===== src/eev_consts.svh =====
/*
  Constants of the exception entry block: register indices, status bit
  positions, vector bases and offsets.
  Assumes inclusion by bare name from the core module and the bench.
*/
`ifndef EEV_CONSTS_SVH
`define EEV_CONSTS_SVH

// Register indices; byte address is four times the index
`define EEV_IDX_RANDOM   8'h01
`define EEV_IDX_PTP      8'h04
`define EEV_IDX_WIRED    8'h06
`define EEV_IDX_STATUS   8'h0c
`define EEV_IDX_CAUSE    8'h0d
`define EEV_IDX_EPC_LO   8'h0e
`define EEV_IDX_EPC_HI   8'h0f
`define EEV_IDX_WPTP     8'h14
`define EEV_IDX_PCTL     8'h18
`define EEV_IDX_PCNT     8'h19
`define EEV_IDX_CFI      8'h1b
`define EEV_IDX_FEPC_LO  8'h1e
`define EEV_IDX_FEPC_HI  8'h1f

// Status bit positions
`define EEV_SR_EXL   1
`define EEV_SR_ERL   2
`define EEV_SR_KSU   3
`define EEV_SR_UX    5
`define EEV_SR_SX    6
`define EEV_SR_KX    7
`define EEV_SR_SRF   20
`define EEV_SR_BEV   22
`define EEV_SR_RESET 32'h00400004
`define EEV_SR_SOFT  32'h00500004

// Perf control bits
`define EEV_PC_IE    4
`define EEV_PC_IP    5
`define EEV_PC_MASK  32'h0000003f

// Vectors
`define EEV_VEC_RESET 64'hffffffffbfc00000
`define EEV_BASE_BOOT 64'hffffffffbfc00200
`define EEV_BASE_NORM 64'hffffffff80000000
`define EEV_BASE_CERR 64'hffffffffa0000000
`define EEV_OFF_REF   64'h0000000000000000
`define EEV_OFF_XREF  64'h0000000000000080
`define EEV_OFF_CERR  64'h0000000000000100
`define EEV_OFF_OTHER 64'h0000000000000180

`endif


===== src/eev_pkg.sv =====
/*
  Types of the exception entry block.
  Assumes eev_consts.svh is on the include path.
*/
package eev_pkg;
  // One exception request bundle from the pipeline, sampled each cycle
  typedef struct packed {
    logic       softRst;
    logic       nmi;
    logic       cache_fault_info;
    logic       general;
    logic       return_from_trap_instr;
    logic       refill;
    logic       tlbExc;
    logic       bd;
    logic [1:0] ce;
    logic [4:0] code;
  } eev_exc_t;

  // Cache fault flags, top bit first
  typedef struct packed {
    logic isData;
    logic level;
    logic dataArr;
    logic tagArr;
    logic firstDw;
    logic sysBus;
    logic both;
  } eev_cfi_t;
endpackage


===== src/eev_core.sv =====
/*
  Exception entry and vectoring core with its APB register file.
  Assumes the pipeline presents one-cycle requests synchronous to clk,
  with faultPc already pointing at the branch for a delay-slot fault.
*/
// Functional notes
// - An instruction that raises an exception still counts as executed.
// - Counter overflow raises the perf interrupt only while its enable bit is set.
// - Read-only 32-bit cache fault register loaded on each cache error.
// - Cache fault holds reference type, level, data and tag array flags.
// - Cache fault flags first doubleword, system bus and both-cache errors.
// - Seven flags occupy top bits in fixed order; low 25 bits read zero.
// - Error-type exceptions save the fault PC into fault return PC, no slot flag.
// - Parity-disabled cache errors leave fault return PC unchanged.
// - Return PC bits 40-58: sign extension, or segment-dependent in 64-bit.
// - Exception or fault level forces kernel mode; otherwise privilege field selects mode.
// - General exception sets exception level; trap return clears it unless fault level is set.
// - Reset, soft reset and NMI always go to the fixed reset vector.
// - Soft reset or NMI saves PC and sets boot, restart and fault-level bits.
// - Cache error sets fault level, vectors to base plus 0x100 by boot bit.
// - General exception writes the cause register layout with pending bits kept.
// - Trap return PC is written only when exception level was clear.
// - General vector base depends on the boot vector bit.
// - Offsets: narrow refill 0, wide refill 0x80, cache 0x100, others 0x180.
// - In 32-bit mode the vector is the low half of the 64-bit one.
// - Refill vector choice follows the missed address region, not current mode.
// - Compat supervisor region refills choose by the kernel wide bit.
// - Wide kernel region always wide; low user region chooses by user bit.
// - Translation exceptions load the page pair number into both pointers.
// - Cold reset sets replacement index to upper bound, locked count to 0.
// - Only the highest-priority simultaneous exception is taken.
`timescale 1ns/1ps
`include "eev_consts.svh"

module eev_core #(
  parameter int ENTRIES = 48
) (
  // Clock and reset
  input  wire logic             clk,
  input  wire logic             rst,
  // Pipeline side
  input  wire eev_pkg::eev_exc_t exc,
  input  wire eev_pkg::eev_cfi_t cfiFlags,
  input  wire logic [63:0]      faultPc,
  input  wire logic [63:0]      missAddr,
  input  wire logic             mode64,
  input  wire logic             parityEn,
  input  wire logic             instrDone,
  input  wire logic [4:0]       extIrq,
  output logic                  pcLoad,
  output logic [63:0]           newPc,
  output logic                  kernelMode,
  output logic [1:0]            privMode,
  output logic                  timerPerfIrq,
  // APB slave
  input  wire logic             psel,
  input  wire logic             penable,
  input  wire logic             pwrite,
  input  wire logic [11:0]      paddr,
  input  wire logic [31:0]      pwdata,
  output logic [31:0]           prdata,
  output logic                  pready,
  output logic                  pslverr
);
  localparam logic [5:0] RAND_TOP = 6'(ENTRIES - 1);

  logic [31:0] status;
  logic [31:0] cause;
  logic [63:0] trapRetPc;
  logic [63:0] faultRetPc;
  logic [31:0] cfi;
  logic [31:0] ptp;
  logic [31:0] wptp;
  logic [31:0] perfCnt;
  logic [31:0] perfCtl;
  logic [5:0]  random;
  logic [5:0]  wired;

  // Upper address bits as stored in both return PCs
  function automatic logic [63:0] fixHigh(input logic [63:0] pc, input logic m64);
    logic [63:0] f;
    f = pc;
    if (!m64) begin
      f = {{32{pc[31]}}, pc[31:0]};
    end else begin
      f[58:40] = (&pc[63:31]) ? 19'h7ffff : 19'h00000;
    end
    return f;
  endfunction

  // Wide refill choice from the region of the missed address
  function automatic logic wideMiss(input logic [63:0] a, input logic [31:0] sr);
    logic w;
    w = sr[`EEV_SR_KX];
    if (&a[63:32]) begin
      w = sr[`EEV_SR_KX];
    end else if (a[63:62] == 2'b11) begin
      w = 1'b1;
    end else if (a[63:62] == 2'b01) begin
      w = sr[`EEV_SR_SX];
    end else if (a[63:62] == 2'b00) begin
      w = sr[`EEV_SR_UX];
    end
    return w;
  endfunction

  // Priority among simultaneous requests; cold reset is rst itself
  wire anyHi    = exc.softRst | exc.nmi;
  wire takeSoft = anyHi;
  wire takeCerr = exc.cache_fault_info & ~anyHi;
  wire takeGen  = exc.general & ~anyHi & ~exc.cache_fault_info;
  wire anyExc   = anyHi | exc.cache_fault_info | exc.general;
  wire takeEret = exc.return_from_trap_instr & ~anyExc;
  wire exception_level_flag      = status[`EEV_SR_EXL];
  wire fault_level_flag      = status[`EEV_SR_ERL];
  wire boot_vector_select      = status[`EEV_SR_BEV];

  // APB decode
  wire       setup = psel & ~penable;
  wire       accWr = psel & penable & pready & pwrite;
  wire [7:0] idx   = paddr[9:2];
  wire       wrSt  = accWr & (idx == `EEV_IDX_STATUS);
  wire       wrCa  = accWr & (idx == `EEV_IDX_CAUSE);
  wire       wrEL  = accWr & (idx == `EEV_IDX_EPC_LO);
  wire       wrEH  = accWr & (idx == `EEV_IDX_EPC_HI);
  wire       wrFL  = accWr & (idx == `EEV_IDX_FEPC_LO);
  wire       wrFH  = accWr & (idx == `EEV_IDX_FEPC_HI);
  wire       wrPt  = accWr & (idx == `EEV_IDX_PTP);
  wire       wrWp  = accWr & (idx == `EEV_IDX_WPTP);
  wire       wrPc  = accWr & (idx == `EEV_IDX_PCTL);
  wire       wrPn  = accWr & (idx == `EEV_IDX_PCNT);
  wire       wrWi  = accWr & (idx == `EEV_IDX_WIRED);

  // Live cause view: pending bits come from their sources
  wire [31:0] causeRd = {cause[31:16], timerPerfIrq, extIrq, cause[9:0]};
  wire [31:0] genCause = {exc.bd, 1'b0, exc.ce, 12'h000, causeRd[15:8],
                          1'b0, exc.code, 2'b00};

  // Vector selection
  wire        isWide  = wideMiss(missAddr, status);
  wire [63:0] genOff  = (exc.refill & ~exception_level_flag) ?
                        (isWide ? `EEV_OFF_XREF : `EEV_OFF_REF) : `EEV_OFF_OTHER;
  wire [63:0] genBase = boot_vector_select ? `EEV_BASE_BOOT : `EEV_BASE_NORM;
  wire [63:0] cerBase = boot_vector_select ? `EEV_BASE_BOOT : `EEV_BASE_CERR;
  wire [63:0] vec64   = takeSoft ? `EEV_VEC_RESET :
                        takeCerr ? cerBase + `EEV_OFF_CERR : genBase + genOff;
  wire [63:0] target  = takeEret ? (fault_level_flag ? faultRetPc : trapRetPc) : vec64;
  wire [63:0] outPc   = mode64 ? target : {{32{target[31]}}, target[31:0]};

  // Status next value; a hardware event wins over a software write
  logic [31:0] next_status;
  always_comb begin
    next_status = wrSt ? pwdata : status;
    if (takeSoft) begin
      next_status = status | `EEV_SR_SOFT;
    end else if (takeCerr) begin
      next_status = status | (32'h1 << `EEV_SR_ERL);
    end else if (takeGen) begin
      next_status = status | (32'h1 << `EEV_SR_EXL);
    end else if (takeEret) begin
      next_status[`EEV_SR_ERL] = 1'b0;
      next_status[`EEV_SR_EXL] = fault_level_flag ? status[`EEV_SR_EXL] : 1'b0;
    end
  end

  wire [1:0] next_ksu = next_status[`EEV_SR_KSU+1:`EEV_SR_KSU];
  wire       next_lvl = next_status[`EEV_SR_EXL] | next_status[`EEV_SR_ERL];

  // Performance counter; excepting instructions count as executed
  wire        evInstr = instrDone | takeGen | takeCerr;
  wire        cntInc  = (perfCtl[3:0] == 4'h0) | ((perfCtl[3:0] == 4'h1) & evInstr);
  wire        ovf     = cntInc & (&perfCnt) & ~wrPn;
  wire [31:0] ctlWr   = wrPc ? (pwdata & `EEV_PC_MASK) : perfCtl;
  wire [31:0] next_pctl = ctlWr | ({31'h0, ovf} << `EEV_PC_IP); // set wins

  // Read mux
  logic [31:0] rdMux;
  logic        hit;
  always_comb begin
    hit = 1'b1;
    unique case (idx)
      `EEV_IDX_RANDOM:  rdMux = {26'h0, random};
      `EEV_IDX_WIRED:   rdMux = {26'h0, wired};
      `EEV_IDX_PTP:     rdMux = ptp;
      `EEV_IDX_WPTP:    rdMux = wptp;
      `EEV_IDX_STATUS:  rdMux = status;
      `EEV_IDX_CAUSE:   rdMux = causeRd;
      `EEV_IDX_EPC_LO:  rdMux = trapRetPc[31:0];
      `EEV_IDX_EPC_HI:  rdMux = trapRetPc[63:32];
      `EEV_IDX_PCTL:    rdMux = perfCtl;
      `EEV_IDX_PCNT:    rdMux = perfCnt;
      `EEV_IDX_CFI:     rdMux = cfi;
      `EEV_IDX_FEPC_LO: rdMux = faultRetPc[31:0];
      `EEV_IDX_FEPC_HI: rdMux = faultRetPc[63:32];
      default: begin
        rdMux = 32'h0;
        hit   = 1'b0;
      end
    endcase
  end

  // APB handshake: one wait-free access phase per transfer
  always_ff @(posedge clk) begin
    pready  <= ~rst & setup;
    pslverr <= ~rst & setup & (~hit | (paddr[1:0] != 2'b00));
    prdata  <= (~rst & setup) ? rdMux : 32'h0;
  end

  // Status, mode outputs and PC redirect
  always_ff @(posedge clk) begin
    if (rst) begin
      status     <= `EEV_SR_RESET;
      pcLoad     <= 1'b1;
      newPc      <= `EEV_VEC_RESET;
      kernelMode <= 1'b1;
      privMode   <= 2'b00;
    end else begin
      status     <= next_status;
      pcLoad     <= anyExc | takeEret;
      newPc      <= outPc;
      kernelMode <= next_lvl | (next_ksu == 2'b00);
      privMode   <= next_lvl ? 2'b00 : next_ksu;
    end
  end

  // Cause and trap return PC
  always_ff @(posedge clk) begin
    if (rst) begin
      cause     <= 32'h0;
      trapRetPc <= 64'h0;
    end else begin
      if (takeGen) begin
        cause <= genCause;
      end else if (wrCa) begin
        cause[9:8] <= pwdata[9:8];
      end
      if (takeGen & ~exception_level_flag) begin
        trapRetPc <= fixHigh(faultPc, mode64);
      end else if (wrEL) begin
        trapRetPc[31:0] <= pwdata;
      end else if (wrEH) begin
        trapRetPc[63:32] <= pwdata;
      end
    end
  end

  // Fault return PC and cache fault record; cold reset also saves the PC
  always_ff @(posedge clk) begin
    if (rst) begin
      faultRetPc <= fixHigh(faultPc, mode64);
      cfi        <= 32'h0;
    end else begin
      if (takeSoft | (takeCerr & parityEn)) begin
        faultRetPc <= fixHigh(faultPc, mode64);
      end else if (wrFL) begin
        faultRetPc[31:0] <= pwdata;
      end else if (wrFH) begin
        faultRetPc[63:32] <= pwdata;
      end
      if (takeCerr) begin
        cfi <= {cfiFlags, 25'h0};
      end
    end
  end

  // Page table pointers: software owns the base, hardware the page pair
  always_ff @(posedge clk) begin
    if (rst) begin
      ptp  <= 32'h0;
      wptp <= 32'h0;
    end else if (takeGen & exc.tlbExc) begin
      ptp[22:4]  <= missAddr[31:13];
      wptp[30:4] <= missAddr[39:13];
    end else begin
      if (wrPt) begin
        ptp[31:23] <= pwdata[31:23];
      end
      if (wrWp) begin
        wptp[31] <= pwdata[31];
      end
    end
  end

  // Replacement index runs down to the locked count and wraps
  always_ff @(posedge clk) begin
    if (rst) begin
      random <= RAND_TOP;
      wired  <= 6'h00;
    end else if (wrWi) begin
      wired  <= pwdata[5:0];
      random <= RAND_TOP;
    end else begin
      random <= (random == wired) ? RAND_TOP : random - 6'h01;
    end
  end

  // Counter keeps running after overflow; interrupt gated by enable
  always_ff @(posedge clk) begin
    if (rst) begin
      perfCnt      <= 32'h0;
      perfCtl      <= 32'h0;
      timerPerfIrq <= 1'b0;
    end else begin
      perfCnt      <= wrPn ? pwdata : perfCnt + {31'h0, cntInc};
      perfCtl      <= next_pctl;
      timerPerfIrq <= next_pctl[`EEV_PC_IP] & next_pctl[`EEV_PC_IE];
    end
  end
endmodule


===== config.mk =====
export PLATFORM = sky130hd
export DESIGN_NAME = eev_core
export DESIGN_NICKNAME = d
export VERILOG_FILES = /design/src/eev_pkg.sv /design/src/eev_core.sv
export VERILOG_INCLUDE_DIRS = /design/src
export SDC_FILE = /design/constraint.sdc
export NUM_CORES = 1
export LEC_CHECK = 0
export BUFFER_PORTS_ARGS = -buffer_cell sky130_fd_sc_hd__buf_2
export CORE_MARGIN = 3
export CORE_UTILIZATION = 30
export CTS_BUF_LIST = sky130_fd_sc_hd__clkbuf_2
export DETAILED_ROUTE_END_ITERATION = 10
export SYNTH_ARGS = -nofsm -noshare
export SYNTH_HDL_FRONTEND = slang
export SYNTH_SLANG_ARGS = --single-unit

===== constraint.sdc =====
create_clock -name clk -period 8.91 [get_ports clk]
set_clock_uncertainty 0.05 [all_clocks]
set_input_delay 2.2275 -clock clk [delete_from_list [all_inputs] [get_ports clk]]
set_output_delay 2.2275 -clock clk [all_outputs]
set_load 0.03 [all_outputs]

# After elaboration in Yosys (flattened, before gate mapping)
# Cells that the tools add are included.
# Widths: inputs -> output; s select.
# totals
word_cells	166
regBits	418
inputBits	207
output_inout_bits	103
# op_classes
mux	38
n_eq_ne	21
n_reduce_logical	24
addsub	4
bitwise_logic	52
# op_table
cell	n
$mux 64	8
$pmux 32 s13	1
$mux 32	8
$reduce_and 32->1	2
$mux 21	3
$eq 8x5->1 const B	6
$mux 40	1
$mux 19	2
$add 32x10->33	1
$add 32x10->33 const B	1
$reduce_and 33->1	1
$add 32x1->32	1
$eq 8x4->1 const B	4
$or 32x6->32	1
$mux 30	1
$and 1x1->1	29
$mux 29	1
$mux 18	1
$eq 8x3->1 const B	2
$reduce_or 13->1	1
$not 1->1	11
$or 1x1->1	11
$reduce_and 2->1	5
$mux 9	1
21 further kinds	36

# Depth between registers and ports, before layout
# logic_depth
ltp_word	12
mapped_depth	11
ltp_nobuf	10

# Worst setup path after synthesis
# Ideal clock, no wire load.
# synth_path
path_kind	input to register
start	input port paddr[6]
end	register faultRetPc[0] (enable)
n_path_buf	3
required_ps	8472
setup_ps	388
arrival_ps	3996
path_slack_ps	4476
path_stages	6
path_cell_list	buf_2 buf_4 inv_1 clkbuf_1 nor3_1 a21o_1
# synth_between
elab_chain_cells	3
# synth_lines
item	line	rtl
start, declared	eev_core.sv:59	input wire logic [11:0] paddr,
$eq 8x5->1	n/a	
$and 1x1->1	eev_core.sv:126	wire wrFL = accWr & (idx == `EEV_IDX_FEPC_LO);
$reduce_bool 3->1 (no source line)	n/a	
end signal, assigned	eev_core.sv:250	faultRetPc <= fixHigh(faultPc, mode64);
end signal, assigned	eev_core.sv:254	faultRetPc <= fixHigh(faultPc, mode64);
end signal, assigned	eev_core.sv:256	faultRetPc[31:0] <= pwdata;
end, declared	eev_core.sv:70	logic [63:0] faultRetPc;
# No other way between the ends.
# A chain may end at the register's enable or synchronous reset.

# Worst setup path in the final report
# layout_path
start	input port rst
end	register faultRetPc[10] (enable)
# layout_between
elab_chain_cells	1
# layout_lines
item	line	rtl
start, declared	eev_core.sv:40	input wire logic rst,
$reduce_bool 3->1 (no source line)	n/a	
# No other way between the ends.

==> impl_results.md <==
* Outcome: finished clean
* Worst skew pair latency at 1120 ps
* Drt pass-1 iters at 6
* Cell Area, Synth at 0.0171 sq mm
* Worst-path clk slew at ~90 ps
* Vias in the first global route at 16000
* Logic gate share of total power at 0.102
* PwrDens at around 170 mW/mm^2
* CP endpoint kind: flip-flop
* Top delay family on crit path: buffers and inverters
* WL/cell at 24.8 microns
* Via count at 16500
* Power share of the clock group at 0.365
* Synth warnings at 0
* Hold WS at 408 ps
* Overall Global Routing Usage at 0.238
* Net Sw Power at 0.00102 W
* Final period utilization at 0.560
* Max stage delay on crit path at 1000 ps
* Worst path required time at 9600 ps
* Dpl cells at between 2000 and 3000
* Simple-gate share of the synthesized area at 0.171
* CTS tree: done
* XOR/XNOR Fraction of Synth Area at 0.0200
* Htree depth at 3
* Rel. slew slack at 0.144
* Worst reg-to-reg setup slack at between 5000 and 6000 ps
* Hpwl dp at around 51000 microns
* Max_cap viols at 0
* Port-buffer cells at 294
* Wirelength, routed at 73800 microns
* Peak Freq at 201 MHz
* Fin nets at 2351
* Die width at 245 microns
* Largest family of logic cells by synthesized area: compound AO/OA/AOI/OAI gates
* Synthesized instance count at 1867
* Area Growth Syn to Fin at 17.6%
* Finished Layout Cells at 2977
* Post-Synth Adder-Cell Area at 0.00220
* Total gr overflow at 0
* Core area at 0.0557 sq mm
* RePlAce Congestion at 0.918
* Worst Setup Start Kind: primary input
* Clk root buf: clkbuf_2
* Initial drt markers at ~2000
* RSZ-0062 raised after global routing: false
* Leading cell type in the layout, fill and taps excluded: nand2_1
* Most frequent cells in the layout: nand2_1, dfxtp_1, buf_2
* First-pass GRT wire length at 106000 microns
* Initial antenna violation count at 8
* Sequential-to-total area share from yosys stat at 0.468
* Max Slew Vio Count at 0
* Final hold violation count at 0
* # setup viols final at 0
* Synth Flop Type: dfxtp_1
* Hold Crit Class: reg -> reg
* Io pins at 310
* Post-synth EDFFs at 64
* Syn Area/Cell at 9.14 sq um
* Crit path DAT at 5670 ps
* Cts hold-fix bufs at 0
* Minimum clock period after layout at 4990 ps
* CP Cell Sequence: buf_6 > inv_1 > nand3_4 > buf_4 > a21o_1 > buf_4
* Worst VDD drop at 0.0691 mV
* Synth Net Count at 2077
* Mux cell area share after synthesis at 0.119
* Flop pwr share at 0.533
* Post-synthesis register bit count at ~370
* Count of cell types in the netlist at between 70 and 80
* Largest net degree at the start of global routing at 65
* Setup tns final at 0 ps
* DR vias/cell at ~5.5
* Postcts setup bufs at 0
* Final core occ at 0.360
* Crit path top cell by count: buf_4
* CP max FO at 63
* Inserted Clock Buffers at 100
* Asr flop ratio synth at 0
* Starting density of the core at 0.306
* Compound-Gate Fraction of Synth Area at 0.179
* Maximum root-to-sink buffer count at 3
* Clock tree sinks at roughly 370
* Remaining DRCs at 0
* Ratio of cells with drive above 1 in the final layout at 0.267
* Internal power at 0.00233 W
* Fill cells at 5848
* Sw Share at 0.304
* Post-cts resize count at 0
* Setup CP Type: in -> reg
* Worst-Margin Slew at 1280 ps
* Post-route ant nets at 0
* Floorplan row count at 86
* LEAKAGE at 7.69 nW
* Die Ht at about 240 microns
* Slowest cell on crit path: a21o_1
* Die area at 0.0598 sq mm
* CP Buf/Inv Count at 4
==> final cells by class <==
| cell class | instances | area (sq um) | share of cell area |
|---|---|---|---|
| Antenna cell | 5 | 12.5 | 0.000624 |
| Multi-Input combinational cell | 1336 | 8460 | 0.422 |
| Tap cell | 748 | 936 | 0.0466 |
| Clock buffer | 157 | 786 | 0.0392 |
| Clock inverter | 28 | 116 | 0.00580 |
| Sequential cell | 367 | 7990 | 0.398 |
| Inverter | 8 | 30.0 | 0.00150 |
| Timing Repair Buffer | 328 | 1730 | 0.0864 |
==> metal layers <==
layer	wire length, microns	global-route usage	vias to the layer above
met3	8810	0.0773	163
li1	-	-	7399
met2	33000	0.371	1038
met5	59	0	-
met1	29600	0.306	7870
met4	2400	0.0908	8
==> path summary, 6_finish.rpt <==
kind / from / end / cells past startpoint
setup reg to reg: perfCtl[1]$_SDFFE_PP0P_ / perfCnt[16]$_SDFF_PP0_ / 9
hold / removal: status[9]$_SDFFE_PP0P_ / status[9]$_SDFFE_PP0P_ / 2
setup / recovery: rst / faultRetPc[10]$_DFFE_PP_ / 6
hold reg to reg: status[9]$_SDFFE_PP0P_ / status[9]$_SDFFE_PP0P_ / 2
==> power by group through the flow <==
stage,registers [W],logic (W),clock network (W)
3_5_place_dp,0.00182,0.000333,0
5_1_grt,0.00179,0.000361,0.00135
6_report,0.00178,0.000341,0.00122
4_1_cts,0.00178,0.000335,0.00127
3_3_place_gp,0.00182,0.000331,0
2_1_floorplan,0.00182,0.000166,0
==> worst register-to-register path, cell delays in order, from the launching register on <==
cell      delay (ps)
dfxtp_1          340
nor3_1           370
o21a_1           190
ha_1             160
ha_1             210
nand4_1          260
nor4_1           900
nand3_1          190
xor2_1           190
a211oi_1         220
==> state kept, by name, summed over array words and instances (netlist names), 2 cells and up <==
name	flops
wptp	10
perfCtl	6
cause	10
wired	6
privMode	2
random	6
perfCnt	32
ptp	27
trapRetPc	64
prdata	32
cfi	7
status	32
newPc	64
faultRetPc	64
==> cells in the mapped netlist (all sizes together), types with 3 or more instances <==
master   instances  area share
inv              8      0.0018
a22oi           24       0.011
buf             54       0.016
nand4           35       0.013
mux4             7      0.0092
xor2            25       0.013
o22ai            5      0.0018
a32oi            5      0.0026
edfxtp          64        0.11
a31oi           38       0.014
or3              6      0.0022
a22o            22       0.011
nand4b           3      0.0024
mux2            72       0.048
dfxtp          303        0.36
nor2b            5      0.0018
nor2           169       0.037
a221oi           6      0.0031
and3            12      0.0044
o21a            21      0.0092
o2bb2ai          7      0.0036
nor3b            3      0.0013
ha               3      0.0022
and4             4      0.0021
clkbuf         102       0.023
a2bb2oi          7      0.0036
nand2b           6      0.0022
a222oi          12      0.0070
o21ai           56       0.016
xnor2           14      0.0072
o211ai           3      0.0013
mux2i          106       0.062
nor3            22      0.0070
a21oi          132       0.039
a311oi          13      0.0067
a211oi          78       0.034
nand2          305       0.067
a21o             6      0.0026
nor4            13      0.0064
nand3b           5      0.0022
and2            10      0.0037
nand3           44       0.013
a221o            6      0.0035
==> stage by stage <==
step / setup slack [ps] / instance area (sq um) / total power (W)
4_1_cts: 4100 / 20100 / 0.00339
2_1_floorplan: 4480 / 17100 / 0.00199
3_3_place_gp: 2930 / 19100 / 0.00215
6_report: 3920 / 20100 / 0.00335
5_1_grt: 3920 / 20100 / 0.00350
3_5_place_dp: 2890 / 19100 / 0.00215
==> kinds of logic after synthesis <==
| kind of cell | count (synthesis) |
|---|---|
| flip-flops | 367 |
| buffers and inverters | 164 |
| multiplexers | 185 |
| adder cells (fa/ha/maj) | 3 |
| AO/OA/AOI/OAI | 457 |
| XOR/XNOR | 39 |
| AND/OR/NAND/NOR | 652 |
Power figures use the tool's default switching activity.
